### config.mk
export PLATFORM = sky130hd
export DESIGN_NAME = crb_branch_unit
export DESIGN_NICKNAME = d
export VERILOG_FILES = /design/src/design/crb_target.v /design/src/design/crb_branch_unit.v
export VERILOG_INCLUDE_DIRS = /design/src /design/src/design
export SDC_FILE = /design/constraint.sdc
export NUM_CORES = 1
export LEC_CHECK = 0
export ABC_AREA = 1
export BUFFER_PORTS_ARGS = -buffer_cell sky130_fd_sc_hd__buf_2
export CAP_MARGIN = 20
export CELL_PAD_IN_SITES_DETAIL_PLACEMENT = 2
export CELL_PAD_IN_SITES_GLOBAL_PLACEMENT = 2
export CORE_MARGIN = 4
export CORE_UTILIZATION = 28
export DETAILED_ROUTE_END_ITERATION = 8
export MAX_ROUTING_LAYER = met4
export PLACE_DENSITY_LB_ADDON = 0.1
export SLEW_MARGIN = 20
export SYNTH_ARGS = -nofsm -noshare
export SYNTH_HDL_FRONTEND = slang
export SYNTH_SLANG_ARGS = --single-unit
### constraint.sdc
create_clock -name clk -period 1.8 [get_ports clk]
set_clock_uncertainty 0.1 [all_clocks]
set_input_delay 0.09 -clock clk [delete_from_list [all_inputs] [get_ports clk]]
set_output_delay 0.09 -clock clk [all_outputs]
set_load 0.05 [all_outputs]
### src/design/crb_map.vh
// constants for the conditional relative branch unit
`ifndef CRB_MAP_VH
`define CRB_MAP_VH
// opcode low-bit patterns (displacement or bit-select sits above them)
`define CRB_OP_CC_MASK    8'h07
`define CRB_OP_CARRY_CLR  8'h02
`define CRB_OP_ZERO_CLR   8'h00
`define CRB_OP_BIT_MASK   8'h1f
`define CRB_OP_BIT_LOW    8'h03
`define CRB_OP_BIT_HIGH   8'h13
// displacement bias: field value minus bias is the signed jump
`define CRB_DISP5_BIAS    8'h0f
`define CRB_DISP8_BIAS    8'h7e
// field positions
`define CRB_DISP5_LSB     3
`define CRB_BITSEL_LSB    5
// instruction lengths in bytes and cycles
`define CRB_SHORT_BYTES   2'h1
`define CRB_SHORT_CYCLES  3'h2
`define CRB_LONG_BYTES    2'h3
`define CRB_LONG_CYCLES   3'h5
// pc width and reset value
`define CRB_PC_W          12
`define CRB_PC_RESET      12'h000
`endif

### src/design/crb_target.v
// branch target adder shared by both branch forms
`timescale 1ns/1ps
`include "crb_map.vh"
module crb_target #(
  parameter PC_W = `CRB_PC_W
) (
  input  wire [PC_W-1:0] base,
  input  wire [7:0]      disp,
  input  wire            short_form,
  output wire [PC_W-1:0] target
);
  // short form: 5-bit field, value e-15 gives -15..+16
  // long form: byte, value ee-126 gives -126..+129
  wire [PC_W-1:0] d5;
  wire [PC_W-1:0] d8;
  wire [PC_W-1:0] offs;
  assign d5     = {{(PC_W-5){1'b0}}, disp[4:0]}
                  - {{(PC_W-8){1'b0}}, `CRB_DISP5_BIAS};
  assign d8     = {{(PC_W-8){1'b0}}, disp}
                  - {{(PC_W-8){1'b0}}, `CRB_DISP8_BIAS};
  assign offs   = short_form ? d5 : d8;
  assign target = base + offs;
endmodule

### src/design/crb_branch_unit.v
// conditional relative branch execution unit
// Behaviour
// RQ1: carry-clear short branch jumps when carry is 0; flags untouched.
// RQ2: zero-clear short branch jumps when zero is 0; flags untouched.
// RQ3: short branches are one byte, two cycles, reach -15 to +16.
// RQ4: bit-low branch jumps when selected data-space bit is 0.
// RQ5: bit-high branch jumps when selected data-space bit is 1.
// RQ6: bit branches reach -126 to +129 from an 8-bit displacement.
// RQ7: bit branches copy tested bit into carry; zero kept.
// RQ8: bit branches are three bytes, five cycles: opcode, address, disp.
// RQ9: program counter is twelve bits wide.
// RQ10: displacement adds to address of the next instruction, all four.
`timescale 1ns/1ps
`include "crb_map.vh"
module crb_branch_unit #(
  parameter PC_W = `CRB_PC_W
) (
  input  wire            clk,
  input  wire            reset_n,
  input  wire            clk_en,
  input  wire            issue,
  input  wire [7:0]      opcode,
  input  wire [7:0]      addr_byte,
  input  wire [7:0]      disp_byte,
  input  wire [PC_W-1:0] pc_in,
  input  wire            carry_in,
  input  wire            zero_in,
  input  wire [7:0]      data_value,
  input  wire            data_valid,
  output wire            busy,
  output wire            is_branch,
  output wire [7:0]      data_addr,
  output wire            data_req,
  output reg             done_ff,
  output reg  [PC_W-1:0] pc_out_ff,
  output reg             carry_out_ff,
  output reg             zero_out_ff,
  output reg             taken_ff,
  output reg  [1:0]      bytes_ff,
  output reg  [2:0]      cycles_ff
);
  // ----------------------------------------------------------------
  // reset synchroniser
  // ----------------------------------------------------------------
  // release lands on a clock edge so every flop leaves reset together
  reg rst_meta_ff;
  reg rst_sync_ff;
  always @(posedge clk or negedge reset_n)
  begin
    if (!reset_n)
    begin
      rst_meta_ff <= 1'b0;
      rst_sync_ff <= 1'b0;
    end
    else
    begin
      rst_meta_ff <= 1'b1;
      rst_sync_ff <= rst_meta_ff;
    end
  end

  // ----------------------------------------------------------------
  // decode
  // ----------------------------------------------------------------
  // pure decode of the first byte, so the caller may test is_branch early
  wire br_carry_clr;
  wire br_zero_clr;
  wire br_bit_low;
  wire br_bit_high;
  wire long_form;
  assign br_carry_clr = (opcode & `CRB_OP_CC_MASK) == `CRB_OP_CARRY_CLR;
  assign br_zero_clr  = (opcode & `CRB_OP_CC_MASK) == `CRB_OP_ZERO_CLR;
  assign br_bit_low   = (opcode & `CRB_OP_BIT_MASK) == `CRB_OP_BIT_LOW;
  assign br_bit_high  = (opcode & `CRB_OP_BIT_MASK) == `CRB_OP_BIT_HIGH;
  assign long_form    = br_bit_low | br_bit_high;
  assign is_branch    = br_carry_clr | br_zero_clr | long_form;

  // ----------------------------------------------------------------
  // state machine
  // ----------------------------------------------------------------
  localparam ST_IDLE = 2'h0;
  localparam ST_WAIT = 2'h1;
  localparam ST_READ = 2'h2;

  // wait preloads: issue and done cycles count towards the total, and
  // the long form spends one more cycle on the data-space read
  localparam [2:0] SHORT_WAIT = `CRB_SHORT_CYCLES - 3'h2;
  localparam [2:0] LONG_WAIT  = `CRB_LONG_CYCLES - 3'h3;

  reg [1:0]      state_ff;
  reg [2:0]      cnt_ff;
  reg            bit_low_ff;
  reg [2:0]      bitsel_ff;
  reg [7:0]      addr_ff;
  reg [7:0]      disp_ff;
  reg [PC_W-1:0] base_ff;
  reg            cond_ff;
  reg            tested_ff;
  reg            short_ff;

  wire [PC_W-1:0] target;
  wire [PC_W-1:0] base_now;
  wire            tested_bit;
  wire            short_cond;

  // next-instruction address is the reference for every form
  assign base_now   = pc_in + {{(PC_W-2){1'b0}},
                      (long_form ? `CRB_LONG_BYTES : `CRB_SHORT_BYTES)}; //RQ10
  // bit select is held in a register so the read may answer late
  assign tested_bit = data_value[bitsel_ff];
  assign short_cond = br_carry_clr ? ~carry_in : ~zero_in; //RQ1 //RQ2
  // busy falls in the done cycle, so the next issue may follow at once
  assign busy       = state_ff != ST_IDLE;
  assign data_req   = state_ff == ST_READ;
  assign data_addr  = addr_ff;

  // ----------------------------------------------------------------
  // target adder
  // ----------------------------------------------------------------
  // operands are registered, which keeps the adder off the issue path
  crb_target #(
    .PC_W       (PC_W)
  ) u_target (
    .base       (base_ff),
    .disp       (disp_ff),
    .short_form (short_ff),
    .target     (target)
  );

  always @(posedge clk or negedge rst_sync_ff)
  begin
    if (!rst_sync_ff)
    begin
      state_ff     <= ST_IDLE;
      cnt_ff       <= 3'h0;
      bit_low_ff   <= 1'b0;
      bitsel_ff    <= 3'h0;
      addr_ff      <= 8'h00;
      disp_ff      <= 8'h00;
      base_ff      <= `CRB_PC_RESET;
      cond_ff      <= 1'b0;
      tested_ff    <= 1'b0;
      short_ff     <= 1'b1;
      done_ff      <= 1'b0;
      pc_out_ff    <= `CRB_PC_RESET; //RQ9
      carry_out_ff <= 1'b0;
      zero_out_ff  <= 1'b0;
      taken_ff     <= 1'b0;
      bytes_ff     <= 2'h0;
      cycles_ff    <= 3'h0;
    end
    else if (clk_en)
    begin
      // a low enable freezes every register, the done pulse included
      done_ff <= 1'b0;
      case (state_ff)
        ST_IDLE:
        begin
          // issue is looked at only here; one made while busy is dropped
          if (issue && is_branch)
          begin
            // pc_in may move on once the reference is captured
            base_ff      <= base_now;
            short_ff     <= ~long_form;
            bit_low_ff   <= br_bit_low;
            bitsel_ff    <= opcode[`CRB_BITSEL_LSB +: 3]; //RQ8
            addr_ff      <= addr_byte;
            zero_out_ff  <= zero_in; //RQ7
            carry_out_ff <= carry_in;
            if (long_form)
            begin
              disp_ff   <= disp_byte; //RQ6
              bytes_ff  <= `CRB_LONG_BYTES; //RQ8
              cycles_ff <= `CRB_LONG_CYCLES;
              cnt_ff    <= LONG_WAIT;
              state_ff  <= ST_READ;
            end
            else
            begin
              disp_ff   <= {3'h0, opcode[`CRB_DISP5_LSB +: 5]}; //RQ3
              cond_ff   <= short_cond;
              bytes_ff  <= `CRB_SHORT_BYTES; //RQ3
              cycles_ff <= `CRB_SHORT_CYCLES;
              cnt_ff    <= SHORT_WAIT;
              state_ff  <= ST_WAIT;
            end
          end
        end
        ST_READ:
        begin
          // hold the read until the data-space answers
          // no timeout: a data space that never answers stalls the unit
          if (data_valid)
          begin
            tested_ff <= tested_bit;
            cond_ff   <= bit_low_ff ? ~tested_bit : tested_bit; //RQ4 //RQ5
            state_ff  <= ST_WAIT;
          end
        end
        ST_WAIT:
        begin
          if (cnt_ff != 3'h0)
            cnt_ff <= cnt_ff - 3'h1;
          else
          begin
            // taken and pc results change only here and stand until the next done; flags, bytes and cycles load at issue, and bit branches load carry again here
            done_ff   <= 1'b1;
            taken_ff  <= cond_ff;
            pc_out_ff <= cond_ff ? target : base_ff; //RQ1 //RQ2 //RQ4 //RQ5
            if (!short_ff)
              carry_out_ff <= tested_ff; //RQ7
            state_ff  <= ST_IDLE;
          end
        end
        default:
          state_ff <= ST_IDLE;
      endcase
    end
  end
endmodule

==> impl_metrics.ini <==
[cts]
cts.reportedPaths.clkPinSlew_ns = 0.06
clock_tree.buffer_depth = 2
insertion_delay_ns = 0.34
cts_max_level = 3
cts.root.buffer_cell = sky130_fd_sc_hd__clkbuf_16
cts_tree = built
tritoncts_num_sinks = 61
cts_inserted_buffers = 9

[timing]
timing.setup.tns_ns = -7.517
finalMaxSlewViolations = 0
post-route-period-util = 1.506
worst_slew_slack_as_a_fraction_of_its_limit = 0.6058
timing.final.ws_setup_ns = -0.9108
rsz0062_at_grt = yes
timing.final.hold_violations = 0
fmax_mhz = 368.9
final-setup-viol-count = 11
worst_tran_pin_value_ns = 0.5913
finalCriticalPeriod_ns = 2.711

[routing]
viasPerCell = 4.906
routed_wire_length_per_instance_um = 20.75
via_count = 4258
drt_pass1_iterations = 4
detailedRoute.firstIterationViolations = 236
drtAntennaViolNets = 0
drc_errors = 0
route.final.wire_length_um = 18010

[placed_design]
place.gp.congestion = 0.8473
dpl_cell_area_sq_um = 4883
dp_hpwl_um = 10830
number_of_port_buffers = 82

[synth]
synthesis.area_sq_um = 3685
synth.largest_area_cell = sky130_fd_sc_hd__dfrtp_1
synth_seq_cells = 61
ys_async_sr_fraction = 1.000
synth.top_cells.by_area = sky130_fd_sc_hd__dfrtp_1 41%, sky130_fd_sc_hd__nand2_1 14%, sky130_fd_sc_hd__ha_1 6.1%
syn-instance-count = 484
synth_edf_count = 0
post_synth_most_frequent_cells = 138 x sky130_fd_sc_hd__nand2_1, 60 x sky130_fd_sc_hd__dfrtp_1, 48 x sky130_fd_sc_hd__inv_1
synth.net_count = 555
synth.most_common_cell = sky130_fd_sc_hd__nand2_1
sequential_area_share_after_synthesis = 0.4146
ys.flop_type = sky130_fd_sc_hd__dfrtp_1
synthesis.yosys.warnings = 0
synthDistinctLibCells = 39
postSynthAreaPerCell_sq_um = 7.613
fraction_of_synthesized_cell_area_taken_by_the_top_area_cell_type = 0.4075

[worst_setup_path]
rr_worst_depth = 15
critical_path_class = flop to flop
worst_ep_arrival_time_ns = 2.84
worst-path-max-fanout = 4
reg2reg_slack_ns = -0.91
critical_path.startpoint_type = flop
worstPathRequired_ns = 1.92
critical_path.most_common_cell = sky130_fd_sc_hd__nand2_1
crit_path_cell_trace = ha_4 -> buf_4 -> nand3_1 -> nand2_1 -> nand2_1 -> o21ai_2 -> inv_2 -> ha_4 -> a21o_1 -> a21oi_4 -> o21ai_2 -> nand2_1 -> nand2_1 -> o21ai_1 -> nand2_1
critical-path-top-delay-family = compound AO/OA/AOI/OAI gates
cpMaxStageDelayCell = sky130_fd_sc_hd__dfrtp_2
timing.critical_path.slowest_cell_delay_ns = 0.44
worst_r2r_dst = pc_out_ff[10]
regToRegStartpoint = disp_ff[1]
worst_setup_path_end_kind = flop
worstPathBufferInverterCount = 2

[die]
die_height_um = 122.7
floorplan.die_area_sq_um = 15060
initial_utilization = 0.2885
top_level_ports = 83
placementRows = 41
fp.coreArea_sq_um = 12770
chipWidth_um = 122.7

[pwr]
post-layout-total-power_mw = 14.18
power_density_nw_per_um2 = 2324
power.ir.vdd_worst_v = 0.0009796
internal_power_mw = 7.088
power_frac_comb = 0.706
power.leakage_nw = 3.066
netSwitchingFraction = 0.5001
p_clk_frac = 0.114
seqPwrFrac = 0.181
switchingPower_mw = 7.092

[outcome]
run_status = complete, but fails checks
violations_in_the_final_reports = setup timing

[hold_path]
hold_path_startpoint = clk_en
min_to = tested_ff
min_path_cells = 3
hold_class = input port to flop

[cells_and_area]
area_delta_synth_final_pct = 65.60
layout.cell_area.non_filler_sq_um = 6102
share_of_cells_above_drive_strength_1 = 0.4302
final_core_util = 0.4777
finish.net_count = 761
seqCellArea_sq_um = 1531
fill_cells = 1409
multi_input_comb_area_sq_um = 2332

[global_route]
grt_antenna_before_repair = 1
grt_usage = 0.2218
grt.overflow.total = 0
first_global_vias = 4553
grt_first_pass_wirelength_um = 24620
grt_max_degree = 31

[job]
drv.max_cap_violation_count = 0
## layout by cell type (no fill, tap or decap), types with 3 or more instances in the layout
| cell type | Yosys | layout |
|---|---|---|
| sky130_fd_sc_hd__dfrtp_1 | 60 | 57 |
| sky130_fd_sc_hd__a21o_1 | 4 | 4 |
| sky130_fd_sc_hd__inv_2 | 2 | 12 |
| sky130_fd_sc_hd__buf_2 | 7 | 82 |
| sky130_fd_sc_hd__a21oi_4 | 0 | 3 |
| sky130_fd_sc_hd__inv_1 | 48 | 37 |
| sky130_fd_sc_hd__nand3_1 | 34 | 25 |
| sky130_fd_sc_hd__o211ai_1 | 4 | 4 |
| sky130_fd_sc_hd__buf_6 | 1 | 7 |
| sky130_fd_sc_hd__nand3_2 | 0 | 6 |
| sky130_fd_sc_hd__buf_4 | 3 | 83 |
| sky130_fd_sc_hd__o31ai_1 | 3 | 3 |
| sky130_fd_sc_hd__or2_2 | 3 | 3 |
| sky130_fd_sc_hd__dfrtp_2 | 0 | 3 |
| sky130_fd_sc_hd__nor2_4 | 0 | 4 |
| sky130_fd_sc_hd__nand2_1 | 138 | 114 |
| sky130_fd_sc_hd__nand2_2 | 0 | 21 |
| sky130_fd_sc_hd__o21ai_1 | 9 | 14 |
| sky130_fd_sc_hd__o31ai_2 | 3 | 3 |
| sky130_fd_sc_hd__o21ai_0 | 31 | 21 |
| sky130_fd_sc_hd__clkinvlp_4 | 0 | 3 |
| sky130_fd_sc_hd__a21oi_2 | 0 | 8 |
| sky130_fd_sc_hd__ha_1 | 18 | 7 |
| sky130_fd_sc_hd__ha_4 | 0 | 9 |
| sky130_fd_sc_hd__clkinv_2 | 0 | 4 |
| sky130_fd_sc_hd__dlygate4sd3_1 | 0 | 31 |
| sky130_fd_sc_hd__xor2_1 | 10 | 9 |
| sky130_fd_sc_hd__a21oi_1 | 29 | 18 |
| sky130_fd_sc_hd__nand3_4 | 0 | 3 |
| sky130_fd_sc_hd__nor2_2 | 0 | 7 |
| sky130_fd_sc_hd__o21ai_2 | 1 | 5 |
| sky130_fd_sc_hd__nand2_4 | 0 | 3 |
| sky130_fd_sc_hd__nor2_1 | 46 | 35 |
| sky130_fd_sc_hd__clkbuf_16 | 0 | 9 |
| sky130_fd_sc_hd__buf_12 | 0 | 7 |
## power groups by stage
stage	logic [mW]	registers, mW	clock network [mW]
2_1_floorplan	3.22	3.41	0
3_3_place_gp	6.61	2.43	0
3_5_place_dp	6.90	2.46	0
4_1_cts	7.85	2.46	1.63
5_1_grt	10.7	2.64	1.71
6_report	10.0	2.56	1.61
## worst max-delay path by stage
stage | startpoint | to | slack [ns] | cells after the start
after CTS | disp_ff[1] | pc_out_ff[11] | -0.68 | 19
after global placement | disp_ff[1] | pc_out_ff[11] | -0.69 | 14
after floorplan | short_ff | pc_out_ff[11] | -0.43 | 19
final | disp_ff[1] | pc_out_ff[10] | -0.91 | 15
after detailed placement | disp_ff[1] | pc_out_ff[11] | -0.80 | 14
after global routing | disp_ff[0] | pc_out_ff[10] | -1.03 | 14
## logic make-up after synthesis
| kind of cell | synth area share |
|---|---|
| compound gates | 0.1460 |
| xor+xnor | 0.03090 |
| fa+ha+maj | 0.07199 |
| buf+inv | 0.07368 |
| flops | 0.4146 |
| other cells | 0.001018 |
| simple gates | 0.2618 |
## tightest hold or removal path, delay by kind of cell
| family | cells | cell delay [ns] |
|---|---|---|
| AO/OA/AOI/OAI | 1 | 0.09 |
| buffers and inverters | 1 | 0.13 |
| AND/OR/NAND/NOR | 1 | 0.10 |
## metrics by stage
| stage | instances | hold slack [ns] | setup WS (ns) |
|---|---|---|---|
| after floorplan | 484 | -0.3056 | -0.4326 |
| after global placement | 790 | -0.2172 | -0.6857 |
| after detailed placement | 790 | -0.2158 | -0.8010 |
| after CTS | 849 | 0.01234 | -0.6763 |
| after global routing | 868 | 0.02481 | -1.031 |
| final | 868 | 0.02345 | -0.9108 |
## area by class of cell
| class | instances | share of cell area |
|---|---|---|
| clock inverters | 7 | 0.006972 |
| multi-input cells | 358 | 0.3822 |
| inverters | 50 | 0.03117 |
| clock buffers | 9 | 0.03691 |
| flip-flops and latches | 61 | 0.2510 |
| well taps | 172 | 0.03527 |
| diodes | 1 | 0.0004101 |
| repair buffers | 210 | 0.2561 |
## state kept, by name, summed over array words and instances, names as in the netlist, 2 cells and up
name       cells
pc_out_ff     12
cycles_ff      2
data_addr      8
disp_ff        8
cnt_ff         3
state_ff       2
base_ff       12
bitsel_ff      3
## routing by layer
metal,up-vias,global-route usage,share of wire
met3,30,0.03871,0.025
met1,2149,0.2589,0.42
met5,-,-,0
li1,1992,-,-
met2,87,0.3946,0.53
met4,0,0.05528,0.028
## repair_timing
action,in CTS,in global routing
setup endpoints to repair,11,24
hold buffers,30,1
buffers inserted,13,18
pin swaps,30,38
gates resized for setup,37,72
endpoints found under the hold margin,31,1
(Power assumes the default switching activity.)
